[config.mk]
export PLATFORM = sky130hd
export DESIGN_NAME = analog_input_sampling_control
export DESIGN_NICKNAME = d
export VERILOG_FILES = /design/src/pkg/analog_input_pkg.sv /design/src/core/pin_sync.sv /design/src/core/analog_input_sampling_control.sv
export SDC_FILE = /design/constraint.sdc
export NUM_CORES = 1
export LEC_CHECK = 0
export BUFFER_PORTS_ARGS = -buffer_cell sky130_fd_sc_hd__buf_4
export CORE_UTILIZATION = 50
export CTS_CLUSTER_DIAMETER = 80
export DETAILED_ROUTE_END_ITERATION = 8
export PLACE_DENSITY = 0.72
export SYNTH_ARGS = -nofsm -noshare
export SYNTH_HDL_FRONTEND = slang
export SYNTH_HIERARCHICAL = 1
export SYNTH_SLANG_ARGS = --single-unit
[constraint.sdc]
create_clock -name aclk -period 2.82 [get_ports aclk]
set_clock_uncertainty 0.1 [all_clocks]
set_input_delay 0.282 -clock aclk [delete_from_list [all_inputs] [get_ports aclk]]
set_output_delay 0.282 -clock aclk [all_outputs]
set_load 0.01 [all_outputs]
[src/pkg/analog_input_pkg.sv]
package analog_input_pkg;

    // clock and timing
    localparam int CLK_PERIOD_NS = 40;
    localparam int TEST_TIME_NS  = 1_600_000;
    // least time: round up to whole cycles
    localparam int TEST_CYCLES   = (TEST_TIME_NS + CLK_PERIOD_NS - 1) / CLK_PERIOD_NS;

    // channel data
    localparam int MAX_CHANNELS     = 16;
    localparam int WORD_WIDTH       = 16;
    localparam int VALUE_WIDTH      = 12;
    localparam int WORD_OVER_BIT    = 0;
    localparam int WORD_OPEN_BIT    = 1;
    localparam int WORD_ACTIVE_BIT  = 2;
    localparam int WORD_VALUE_LSB   = 4;

    // mode switch fields
    localparam int MODE_SELECTIVE_BIT = 0;
    localparam int MODE_CH16_BIT      = 1;
    localparam int MODE_OPEN_LSB      = 2;
    localparam logic [1:0] OPEN_HALF  = 2'h1;
    localparam logic [1:0] OPEN_ALL   = 2'h2;

    // register map, byte addresses
    localparam logic [7:0] CTRL_OFFSET       = 8'h00;
    localparam logic [7:0] STATUS_OFFSET     = 8'h04;
    localparam logic [7:0] IRQ_STATUS_OFFSET = 8'h08;
    localparam logic [7:0] IRQ_CLEAR_OFFSET  = 8'h0C;
    localparam logic [7:0] IRQ_ENABLE_OFFSET = 8'h10;
    localparam logic [7:0] ACTIVE_OFFSET     = 8'h14;

    // field positions
    localparam int CTRL_PAUSE_BIT     = 0;
    localparam int STATUS_BUSY_BIT    = 0;
    localparam int STATUS_GATE_BIT    = 1;
    localparam int STATUS_SEL_BIT     = 2;
    localparam int STATUS_CH16_BIT    = 3;
    localparam int STATUS_CHANNEL_LSB = 4;
    localparam int STATUS_ADDR_LSB    = 8;
    localparam int STATUS_MODE_LSB    = 16;
    localparam int EV_DONE_BIT        = 0;
    localparam int EV_OPEN_BIT        = 1;
    localparam int EV_OVER_BIT        = 2;
    localparam int EV_REFUSED_BIT     = 3;
    localparam int EV_WIDTH           = 4;

    // reset values
    localparam logic                CTRL_PAUSE_RESET = 1'b0;
    localparam logic [EV_WIDTH-1:0] IRQ_RESET        = 4'h0;

    localparam logic [1:0] RESP_OKAY   = 2'h0;
    localparam logic [1:0] RESP_SLVERR = 2'h2;

    typedef enum {SEQ_IDLE, SEQ_TEST, SEQ_START, SEQ_WAIT} seq_state_t;

endpackage : analog_input_pkg

[src/core/pin_sync.sv]
`timescale 1ns/10ps
module pin_sync #(
    parameter int WIDTH = 1
) (
    input  wire logic             aclk,
    input  wire logic             aresetn,
    input  wire logic [WIDTH-1:0] d,
    output logic      [WIDTH-1:0] q
);
    logic [WIDTH-1:0] stage;

    // first stage feeds only the second
    always_ff @(posedge aclk) begin
        if (!aresetn) begin
            stage <= '0;
            q     <= '0;
        end else begin
            stage <= d;
            q     <= stage;
        end
    end
endmodule : pin_sync

[src/core/analog_input_sampling_control.sv]
// Local design decisions: the placing of the registers and the AXI4-Lite slave port.
`timescale 1ns/10ps
module analog_input_sampling_control
    import analog_input_pkg::*;
#(
    parameter int TEST_COUNT = TEST_CYCLES
) (
    input  wire logic                   aclk,
    input  wire logic                   aresetn,
    // axi4-lite register slave
    input  wire logic [7:0]             awaddr,
    input  wire logic                   awvalid,
    output logic                        awready,
    input  wire logic [31:0]            wdata,
    input  wire logic [3:0]             wstrb,
    input  wire logic                   wvalid,
    output logic                        wready,
    output logic [1:0]                  bresp,
    output logic                        bvalid,
    input  wire logic                   bready,
    input  wire logic [7:0]             araddr,
    input  wire logic                   arvalid,
    output logic                        arready,
    output logic [31:0]                 rdata,
    output logic [1:0]                  rresp,
    output logic                        rvalid,
    input  wire logic                   rready,
    output logic                        irq,
    // backplane byte port, synchronous to aclk
    input  wire logic                   bp_req,
    input  wire logic                   bp_write,
    input  wire logic [7:0]             bp_addr,
    output logic [7:0]                  bp_rdata,
    output logic                        bp_ack,
    // pins
    input  wire logic                   enable_voltage,
    input  wire logic                   enable_jumper_fitted,
    input  wire logic [5:0]             address_switch,
    input  wire logic [7:0]             mode_switch_a,
    input  wire logic [7:0]             mode_switch_b,
    input  wire logic                   test_current_disable,
    // converter front end
    input  wire logic                   conv_done,
    input  wire logic                   conv_overflow,
    input  wire logic                   open_limit,
    input  wire logic [VALUE_WIDTH-1:0] conv_value,
    output logic                        conv_start,
    output logic [3:0]                  conv_channel,
    output logic                        test_current
);
    localparam int SYNC_W = 28 + VALUE_WIDTH;

    logic [SYNC_W-1:0]      sync_q;
    logic                   enable_s;
    logic                   jumper_s;
    logic [5:0]             addr_sw_s;
    logic [7:0]             mode_a_s;
    logic [7:0]             mode_b_s;
    logic                   test_disable_s;
    logic                   done_s;
    logic                   over_s;
    logic                   open_s;
    logic [VALUE_WIDTH-1:0] value_s;

    pin_sync #(.WIDTH(SYNC_W)) u_pin_sync (
        .aclk    (aclk),
        .aresetn (aresetn),
        .d       ({enable_voltage, enable_jumper_fitted, address_switch, mode_switch_a,
                   mode_switch_b, test_current_disable, conv_done, conv_overflow,
                   open_limit, conv_value}),
        .q       (sync_q)
    );
    assign {enable_s, jumper_s, addr_sw_s, mode_a_s, mode_b_s, test_disable_s,
            done_s, over_s, open_s, value_s} = sync_q;

    function automatic logic decode_hit(input logic [7:0] addr, input logic [7:0] base,
                                        input logic ch16, input logic selective);
        logic [7:0] mask;
        mask = ch16 ? 8'hE0 : 8'hF0;
        // cyclic any base, selective high half
        decode_hit = ((addr & mask) == (base & mask)) && (!selective || base[7]);
    endfunction : decode_hit

    function automatic logic open_enabled(input logic [3:0] ch, input logic ch16,
                                          input logic [1:0] mode);
        logic [3:0] half;
        half = ch16 ? 4'h8 : 4'h4;
        open_enabled = (mode == OPEN_ALL) || ((mode == OPEN_HALF) && (ch < half));
    endfunction : open_enabled

    function automatic logic [3:0] lowest_set(input logic [MAX_CHANNELS-1:0] vec);
        lowest_set = 4'h0;
        for (int i = MAX_CHANNELS - 1; i >= 0; i--) begin
            if (vec[i]) begin
                lowest_set = 4'(i);
            end
        end
    endfunction : lowest_set

    logic       selective;
    logic       ch16;
    logic [1:0] open_mode;
    logic [7:0] base_addr;
    logic       gate_ok;
    assign selective = mode_a_s[MODE_SELECTIVE_BIT];
    assign ch16      = mode_a_s[MODE_CH16_BIT];
    assign open_mode = mode_a_s[MODE_OPEN_LSB +: 2];
    assign base_addr = {addr_sw_s, 2'h0};
    assign gate_ok   = !jumper_s || enable_s;

    // backplane side; no inhibit input is decoded anywhere
    logic                    bp_req_d;
    logic                    bp_hit;
    logic [3:0]              bp_channel;
    logic [7:0]              next_bp_rdata;
    logic                    next_bp_ack;
    logic                    trigger;
    logic                    ev_refused;
    logic [WORD_WIDTH-1:0]   results [MAX_CHANNELS];
    logic [MAX_CHANNELS-1:0] active;
    logic [WORD_WIDTH-1:0]   read_word;

    assign bp_hit     = decode_hit(bp_addr, base_addr, ch16, selective);
    assign bp_channel = ch16 ? bp_addr[4:1] : {1'b0, bp_addr[3:1]};

    always_comb begin
        read_word = results[bp_channel];
        read_word[WORD_ACTIVE_BIT] = active[bp_channel];
        next_bp_ack   = 1'b0;
        next_bp_rdata = bp_rdata;
        trigger       = 1'b0;
        ev_refused    = bp_req && !bp_req_d && bp_hit && !gate_ok;
        if (bp_req && !bp_ack && bp_hit && gate_ok) begin
            next_bp_ack = 1'b1;
            if (bp_write) begin
                trigger = selective;
            end else begin
                // high byte even, low byte odd
                next_bp_rdata = bp_addr[0] ? read_word[7:0] : read_word[15:8];
            end
        end
    end

    always_ff @(posedge aclk) begin
        if (!aresetn) begin
            bp_req_d <= 1'b0;
            bp_ack   <= 1'b0;
            bp_rdata <= 8'h00;
        end else begin
            bp_req_d <= bp_req;
            bp_ack   <= next_bp_ack;
            bp_rdata <= next_bp_rdata;
        end
    end

    // conversion sequencer
    seq_state_t              state;
    seq_state_t              next_state;
    logic [3:0]              channel;
    logic [3:0]              next_channel;
    logic [3:0]              scan_channel;
    logic [3:0]              next_scan_channel;
    logic [15:0]             count;
    logic [15:0]             next_count;
    logic                    open_seen;
    logic                    next_open_seen;
    logic                    next_conv_start;
    logic                    next_test_current;
    logic [MAX_CHANNELS-1:0] next_active;
    logic                    store;
    logic [WORD_WIDTH-1:0]   store_word;
    logic                    ev_done;
    logic                    ev_open;
    logic                    ev_over;
    logic                    pause;
    logic [3:0]              pick;
    logic                    go;

    always_comb begin
        next_state        = state;
        next_channel      = channel;
        next_scan_channel = scan_channel;
        next_count        = count;
        next_open_seen    = open_seen;
        next_conv_start   = 1'b0;
        next_test_current = test_current;
        next_active       = active;
        store             = 1'b0;
        store_word        = '0;
        ev_done           = 1'b0;
        ev_open           = 1'b0;
        ev_over           = 1'b0;
        pick              = selective ? lowest_set(active) : scan_channel;
        go                = selective ? (|active) : !pause;
        case (state)
            SEQ_IDLE: begin
                if (go) begin
                    next_channel   = pick;
                    next_open_seen = 1'b0;
                    next_count     = 16'h0000;
                    if (open_enabled(pick, ch16, open_mode) && !test_disable_s) begin
                        next_test_current = 1'b1;
                        next_state        = SEQ_TEST;
                    end else begin
                        next_state = SEQ_START;
                    end
                end
            end
            SEQ_TEST: begin
                next_count = count + 16'h0001;
                if (count == 16'(TEST_COUNT - 1)) begin
                    next_open_seen    = open_s;
                    next_test_current = 1'b0;
                    next_state        = SEQ_START;
                end
            end
            SEQ_START: begin
                // wait out a stale done before starting
                if (!done_s) begin
                    next_conv_start = 1'b1;
                    next_state      = SEQ_WAIT;
                end
            end
            SEQ_WAIT: begin
                if (done_s) begin
                    store = 1'b1;
                    if (open_seen) begin
                        store_word[WORD_OPEN_BIT] = 1'b1;
                    end else begin
                        store_word[WORD_VALUE_LSB +: VALUE_WIDTH] = value_s;
                        store_word[WORD_OVER_BIT] = over_s;
                    end
                    ev_done = 1'b1;
                    ev_open = open_seen;
                    ev_over = !open_seen && over_s;
                    next_active[channel] = 1'b0;
                    if (scan_channel >= (ch16 ? 4'hF : 4'h7)) begin
                        next_scan_channel = 4'h0;
                    end else begin
                        next_scan_channel = scan_channel + 4'h1;
                    end
                    next_state = SEQ_IDLE;
                end
            end
            default: begin
                next_state = SEQ_IDLE;
            end
        endcase
        // a retrigger in the store cycle keeps the flag set
        if (trigger) begin
            next_active[bp_channel] = 1'b1;
        end
    end

    always_ff @(posedge aclk) begin
        if (!aresetn) begin
            state        <= SEQ_IDLE;
            channel      <= 4'h0;
            scan_channel <= 4'h0;
            count        <= 16'h0000;
            open_seen    <= 1'b0;
            conv_start   <= 1'b0;
            test_current <= 1'b0;
            active       <= '0;
        end else begin
            state        <= next_state;
            channel      <= next_channel;
            scan_channel <= next_scan_channel;
            count        <= next_count;
            open_seen    <= next_open_seen;
            conv_start   <= next_conv_start;
            test_current <= next_test_current;
            active       <= next_active;
        end
    end

    assign conv_channel = channel;

    // result memory keeps the latest word per channel
    always_ff @(posedge aclk) begin
        if (!aresetn) begin
            for (int i = 0; i < MAX_CHANNELS; i++) begin
                results[i] <= '0;
            end
        end else if (store) begin
            results[channel] <= store_word;
        end
    end

    // axi4-lite register file
    logic                aw_held;
    logic                next_aw_held;
    logic [7:0]          aw_addr;
    logic [7:0]          next_aw_addr;
    logic                w_held;
    logic                next_w_held;
    logic [7:0]          w_byte;
    logic [7:0]          next_w_byte;
    logic                w_lane;
    logic                next_w_lane;
    logic                next_bvalid;
    logic [1:0]          next_bresp;
    logic                next_rvalid;
    logic [31:0]         next_rdata;
    logic [1:0]          next_rresp;
    logic                next_pause;
    logic [EV_WIDTH-1:0] irq_status;
    logic [EV_WIDTH-1:0] next_irq_status;
    logic [EV_WIDTH-1:0] irq_enable;
    logic [EV_WIDTH-1:0] next_irq_enable;
    logic [EV_WIDTH-1:0] clear_mask;
    logic [EV_WIDTH-1:0] events;
    logic [31:0]         status_word;

    assign awready = !aw_held && !bvalid;
    assign wready  = !w_held && !bvalid;
    assign arready = !rvalid;
    assign irq     = |(irq_status & irq_enable);

    always_comb begin
        events                  = '0;
        events[EV_DONE_BIT]     = ev_done;
        events[EV_OPEN_BIT]     = ev_open;
        events[EV_OVER_BIT]     = ev_over;
        events[EV_REFUSED_BIT]  = ev_refused;
        status_word                              = '0;
        status_word[STATUS_BUSY_BIT]             = (state != SEQ_IDLE);
        status_word[STATUS_GATE_BIT]             = gate_ok;
        status_word[STATUS_SEL_BIT]              = selective;
        status_word[STATUS_CH16_BIT]             = ch16;
        status_word[STATUS_CHANNEL_LSB +: 4]     = channel;
        status_word[STATUS_ADDR_LSB +: 6]        = addr_sw_s;
        status_word[STATUS_MODE_LSB +: 16]       = {mode_b_s, mode_a_s};
        next_aw_held    = aw_held;
        next_aw_addr    = aw_addr;
        next_w_held     = w_held;
        next_w_byte     = w_byte;
        next_w_lane     = w_lane;
        next_bvalid     = bvalid;
        next_bresp      = bresp;
        next_rvalid     = rvalid;
        next_rdata      = rdata;
        next_rresp      = rresp;
        next_pause      = pause;
        next_irq_enable = irq_enable;
        clear_mask      = '0;
        if (awvalid && awready) begin
            next_aw_held = 1'b1;
            next_aw_addr = awaddr;
        end
        if (wvalid && wready) begin
            next_w_held = 1'b1;
            next_w_byte = wdata[7:0];
            next_w_lane = wstrb[0];
        end
        if (bvalid && bready) begin
            next_bvalid = 1'b0;
        end
        if (aw_held && w_held && !bvalid) begin
            next_aw_held = 1'b0;
            next_w_held  = 1'b0;
            next_bvalid  = 1'b1;
            next_bresp   = RESP_OKAY;
            case (aw_addr)
                CTRL_OFFSET: begin
                    if (w_lane) begin
                        next_pause = w_byte[CTRL_PAUSE_BIT];
                    end
                end
                IRQ_CLEAR_OFFSET: begin
                    if (w_lane) begin
                        clear_mask = w_byte[EV_WIDTH-1:0];
                    end
                end
                IRQ_ENABLE_OFFSET: begin
                    if (w_lane) begin
                        next_irq_enable = w_byte[EV_WIDTH-1:0];
                    end
                end
                STATUS_OFFSET, IRQ_STATUS_OFFSET, ACTIVE_OFFSET: begin
                    next_bresp = RESP_OKAY;
                end
                default: begin
                    next_bresp = RESP_SLVERR;
                end
            endcase
        end
        // hardware set wins over software clear
        next_irq_status = (irq_status & ~clear_mask) | events;
        if (rvalid && rready) begin
            next_rvalid = 1'b0;
        end
        if (arvalid && arready) begin
            next_rvalid = 1'b1;
            next_rresp  = RESP_OKAY;
            case (araddr)
                CTRL_OFFSET:       next_rdata = 32'(pause);
                STATUS_OFFSET:     next_rdata = status_word;
                IRQ_STATUS_OFFSET: next_rdata = 32'(irq_status);
                IRQ_CLEAR_OFFSET:  next_rdata = 32'h0000_0000;
                IRQ_ENABLE_OFFSET: next_rdata = 32'(irq_enable);
                ACTIVE_OFFSET:     next_rdata = 32'(active);
                default: begin
                    next_rdata = 32'h0000_0000;
                    next_rresp = RESP_SLVERR;
                end
            endcase
        end
    end

    always_ff @(posedge aclk) begin
        if (!aresetn) begin
            aw_held    <= 1'b0;
            aw_addr    <= 8'h00;
            w_held     <= 1'b0;
            w_byte     <= 8'h00;
            w_lane     <= 1'b0;
            bvalid     <= 1'b0;
            bresp      <= RESP_OKAY;
            rvalid     <= 1'b0;
            rdata      <= 32'h0000_0000;
            rresp      <= RESP_OKAY;
            pause      <= CTRL_PAUSE_RESET;
            irq_status <= IRQ_RESET;
            irq_enable <= IRQ_RESET;
        end else begin
            aw_held    <= next_aw_held;
            aw_addr    <= next_aw_addr;
            w_held     <= next_w_held;
            w_byte     <= next_w_byte;
            w_lane     <= next_w_lane;
            bvalid     <= next_bvalid;
            bresp      <= next_bresp;
            rvalid     <= next_rvalid;
            rdata      <= next_rdata;
            rresp      <= next_rresp;
            pause      <= next_pause;
            irq_status <= next_irq_status;
            irq_enable <= next_irq_enable;
        end
    end
endmodule : analog_input_sampling_control

# --- After elaboration in Yosys (flattened, before gate mapping) ---
# Memory sizes are Yosys's and may differ from the RTL's.
# Cells that the tools add are included.
op_classes:
  add_sub_neg: 2
  magnitude_cmp: 6
  eq_ne: 22
  n_mux: 82
  bitwise_logic: 11
  n_reduce_logical: 59
ops:
  columns: ["op", "count"]
  rows:
  - ["$pmux 32 s5", 1]
  - ["$mux 32", 4]
  - ["$pmux 32 s4", 1]
  - ["$mux 4", 25]
  - ["$eq 32x2->1 const B", 2]
  - ["$mux 16", 4]
  - ["$mux 12", 3]
  - ["$eq 32x1->1 const B", 1]
  - ["$eq 8x4->1 const B", 4]
  - ["$eq 8x5->1 const B", 4]
  - ["$logic_not 32->1", 1]
  - ["$pmux 16 s2", 1]
  - ["$reduce_bool 32->1", 1]
  - ["$mux 1", 30]
  - ["$logic_and 1x1->1", 21]
  - ["$add 16x1->16 const B", 1]
  - ["$and 16x16->16", 1]
  - ["$and 8x8->8", 2]
  - ["$eq 16x16->1 const B", 1]
  - ["$eq 8x3->1 const B", 2]
  - ["$logic_not 8->1", 2]
  - ["$not 16->16", 1]
  - ["$or 16x16->16", 1]
  - ["$reduce_or 16->1", 1]
  - ["other kinds (31)", 67]
word_totals:
  register_bits: 227
  ramBits: 224
  in_bits: 109
  output_inout_bits: 57
  elab_cells: 209
  mem_count: 1
mem_list:
  columns: ["memory", "depth", "width", "read_ports", "rd_clocked_by_memory_dff", "write_ports", "line_no", "rtl"]
  rows:
  - ["results", 16, 14, 1, 0, 16, "analog_input_sampling_control.sv:119", "logic [WORD_WIDTH-1:0] results [MAX_CHANNELS];"]

# --- Depth between registers and ports, before layout ---
depth:
  ltp_word: 24
  mapped_depth: 10
  depth_no_buf: 10

# --- Modules after synthesis ---
# The synthesis kept the hierarchy.
by_module_without_submodules:
  columns: ["mod", "n_inst", "cells_per_inst", "area_each_um2", "seq_area_each_um2"]
  rows:
  - ["analog_input_sampling_control", 1, 1292, 15157.0, 9028.7]
  - ["pin_sync", 1, 168, 2213.4, 1601.5]

# --- Least setup slack after synthesis ---
# OpenSTA, ideal clock, no wires.
synth_timing:
  path_type: "register to register"
  from: "reg state[1]"
  to: "mem results[7][0] (netlist bit) (enable)"
  t_arrival_ps: 2252
  t_required_ps: 2313
  slack_ps: 61
  stages_incl_launch_ff: 6
  path_cell_list: "dfxtp_1 -> ha_1 -> and2_1 -> clkbuf_1 -> nand2_1 -> o21ai_0"
synth_lines:
  columns: ["item", "line_no", "rtl"]
  rows:
  - ["start, declared", "analog_input_sampling_control.sv:157", "seq_state_t state;"]
  - ["start signal, assigned", "analog_input_sampling_control.sv:266", "state <= next_state;"]
  - ["end, declared", "analog_input_sampling_control.sv:119", null]

# --- Worst setup path after layout ---
layout_timing:
  from: "reg active[9]"
  to: "reg test_current"
layout_between:
  elab_chain_len: 17
layout_lines:
  columns: ["item", "line_no", "rtl"]
  rows:
  - ["start, declared", "analog_input_sampling_control.sv:120", "logic [MAX_CHANNELS-1:0] active;"]
  - ["start signal, assigned", "analog_input_sampling_control.sv:273", "active <= next_active;"]
  - ["$mux 4 (10 in series)", "analog_input_sampling_control.sv:94", "if (vec[i]) begin"]
  - ["$mux 4", "analog_input_sampling_control.sv:193", "pick = selective ? lowest_set(active) : scan_channel;"]
  - ["via pick[3]", "analog_input_sampling_control.sv:176", "logic [3:0] pick;"]
  - ["$lt 4x4->1", "analog_input_sampling_control.sv:88", "open_enabled = (mode == OPEN_ALL) || ((mode == OPEN_HALF) && (ch < half));"]
  - ["$logic_and 1x1->1", "analog_input_sampling_control.sv:88", null]
  - ["$logic_or 1x1->1", "analog_input_sampling_control.sv:88", null]
  - ["$logic_and 1x1->1", "analog_input_sampling_control.sv:201", "if (open_enabled(pick, ch16, open_mode) && !test_disable_s) begin"]
  - ["$ne 2x2->1 (no source line)", null, null]
  - ["$reduce_and 4->1 (no source line)", null, null]
  - ["end signal, assigned", "analog_input_sampling_control.sv:272", "test_current <= next_test_current;"]
  - ["end, declared", "analog_input_sampling_control.sv:49", "output logic test_current"]
# The timed path passes the listed nets, and every way through them passes these cells.
# A chain may end at the register's enable or synchronous reset.

==> results.md <==
- Status: complete, no violations
- Die Y: 188 µm
- Worst EP required: 3.14 ns
- Row cnt: 67
- CP max-delay cell: or3b_2
- Nets@finish: 1785
- Post-synth EDFFs: 224
- Clk sinks: 419
- Count of different cell masters after synthesis: 67
- Synth-to-layout area growth: 21.2%
- CTS max path bufs: 3
- YS warnings: 6
- Fill cells: 2685
- Via Count: 12000
- Max capacitance violation total: 0
- Post-DP HPWL: 27.4 mm
- Synth Instances: 1460
- Routed WL: 41.4 mm
- Sequential area share after synthesis: 61.2%
- Worst slew pin tran: 1.04 ns
- Placement Cell Area: 19000 µm²
- Fin. Hold Viols: 0
- Root Driver: clkbuf_16
- Clock Latency Late Sink: 0.54 ns
- Leakage: 7.57 nW
- Crit Path Max Fanout: 3
- Worst IR Drop VDD: 0.541 mV
- Avg Inst Size Synth: 11.9 µm²
- DIE AREA: 35500 µm²
- Cell total after placement: 2011
- Rel. slew slack: 30.6%
- Initial DRC count: 967
- Power Density: 646 nW/µm²
- CTS tree: built
- Setup Crit Path Kind: register to register
- Initial antenna violation count: 1
- Initial core utilization: 51.3%
- Crit path arrival time: 3.04 ns
- Gr ovfl total: 0
- Total Power: 0.0136 W
- WL per Instance: 19.3 µm
- Routed Antenna Nets: 0
- Startpoint types: register
- CTS buffer count: 43
- Largest net degree at the start of global routing: 98
- Number of slew-limit violations in the final report: 0
- Area of the multi-input gates: 6230 µm²
- Synth area leader: edfxtp_1
- Setup TNS: 0 ns
- Ys flop type: edfxtp_1
- IO Count: 166
- FF+latch count, synth: 419
- Final period util: 96.5%
- Endpoints failing setup: 0
- Commonest cells after routing, fill and taps aside: 270 x nor2_1, 224 x edfxtp_1, 195 x dfxtp_1, 192 x buf_4, 112 x nand2_1
- Async SR Flop Fraction: 0%
- Crit-path cells: nor4_4 > and2_4 > o22ai_1 > ha_1 > or3b_2 > a211oi_2 > o21ai_1 > o211a_1 > o311a_1
- GR Util All Layers: 23.5%
- Sequential Area: 10600 µm²
- Top cells by area, synth: edfxtp_1 39%, dfxtp_1 22%, mux4_2 8.8%, nor2_1 5.8%, and2_2 2.5%
- Clk slew on worst S/H paths: 0.06 ns
- Worst Hold Class: input port to register
- Final hold slack: 0.0875 ns
- FMAX: 0.367 GHz
- First-pass GRT wire length: 65.1 mm
- Vias in the first global route: 11900
- Min Tclk post-route: 2.72 ns
- Routed vias/inst: 5.58
- Most common cell after layout, fill and taps aside: nor2_1
- H-tree lvl count: 2
- Chip Width: 188 µm
- RSZ-0062 raised after global routing: no
- Core Box Area: 33900 µm²
- Fraction of layout instances using a drive strength above 1: 23.8%
- Worst Setup End Kind: register
- 1st-pass router iterations: 6
- Final instance area: 21100 µm²
- Max stage delay on crit path: 0.49 ns
- Fin cells: 2148
- Routability cong.: 0.928
- # DRC: 0
- Port bufs: 132
- Cell Area, Synth: 17400 µm²
- Antenna diodes: 0
- Post-CTS Setup Inserts: 0
- Yosys top cell area share: 38.7%
worst paths after layout:
check | from | endpoint | slack, ns | depth (start not counted)
worst max-delay path | active[9]$_SDFF_PN0_ | test_current$_SDFFE_PN0P_ | 0.1 | 9
worst min-delay path | bp_addr[4] | active[11]$_SDFF_PN0_ | 0.09 | 3
worst max register to register | active[9]$_SDFF_PN0_ | test_current$_SDFFE_PN0P_ | 0.1 | 9
worst min register to register | u_pin_sync/stage[38]$_SDFF_PN0_ | u_pin_sync/q[38]$_SDFF_PN0_ | 0.33 | 1
critical path, delay by kind of cell, from the launching register on:
kind | cells | cell delay, ns
flip-flops | 1 | 0.33
AND/OR/NAND/NOR | 3 | 1.05
adder cells (fa/ha/maj) | 1 | 0.19
AO/OA/AOI/OAI | 5 | 0.92
logic make-up (layout without fill, tap and decap cells):
family / count (synthesis) / count (layout) / synth area share (%)
flops: 419 / 419 / 61.2
compound gates: 184 / 184 / 7.18
fa+ha+maj: 8 / 8 / 0.576
buf+inv: 130 / 369 / 3.13
xor+xnor: 19 / 19 / 0.958
mux: 91 / 91 / 10.1
other cells: 1 / 2 / 0.0216
simple gates: 608 / 608 / 16.8
sequential cells by signal, summed over array words and instances, names as in the netlist, 8 cells and up:
| name | flops |
|---|---|
| active | 16 |
| aw_addr | 8 |
| bp_rdata | 8 |
| count | 16 |
| rdata | 32 |
| results | 224 |
| u_pin_sync/q | 40 |
| u_pin_sync/stage | 40 |
report_power, final:
group,internal [W],total (W),switching (W)
clock,0.00333,0.00557,0.00224
sequential,0.00664,0.00676,0.000124
combinational,0.000567,0.00127,0.000701
total,0.0105,0.0136,0.00307
cell usage after synthesis (13+ instances only):
library cell / number
nor2_1: 270
edfxtp_1: 224
dfxtp_1: 195
nand2_1: 112
mux4_2: 68
clkbuf_1: 65
and2_2: 57
o21ai_0: 44
and2_1: 42
nand3_1: 38
inv_1: 37
a21boi_0: 31
nor2b_1: 31
mux2i_1: 23
a21oi_1: 17
o22ai_1: 17
a211oi_1: 16
a22oi_1: 14
xnor2_1: 13
metrics by stage:
stage / util, % / setup WS, ns
floorplan: - / 0.0610
global placement: 56.2 / 0.00533
detailed placement: 56.2 / -0.0333
CTS: 62.1 / 0.0466
global route: 62.2 / 0.0138
finish: 62.2 / 0.0975
routing by layer:
| metal | vias to the layer above | wire (µm) | global-route usage, % | share of wire, % |
|---|---|---|---|---|
| li1 | 5580 | - | - | - |
| met2 | 459 | 19700 | 38.4 | 48 |
| met1 | 5878 | 17600 | 32.6 | 43 |
| met4 | 0 | 812 | 6.17 | 2.0 |
| met5 | - | 0 | 0 | 0 |
| met3 | 63 | 3260 | 4.08 | 7.9 |
what timing repair did:
| item | in CTS | in global routing |
|---|---|---|
| endpoints found under the setup margin | 1 | 2 |
| pin swaps | 0 | 2 |
| resized for setup | 1 | 4 |
| hold buffers | 60 | 0 |
| hold endpoints to repair | 57 | 0 |
area by class of cell:
cell class	count	area share [%]
sequential	419	50.5
multi-input combinational	912	29.6
timing repair buffer	255	9.99
clock buffer	64	5.93
tap	448	2.66
clock inverter	13	0.678
inverter	37	0.660
(Power assumes the default switching activity.)
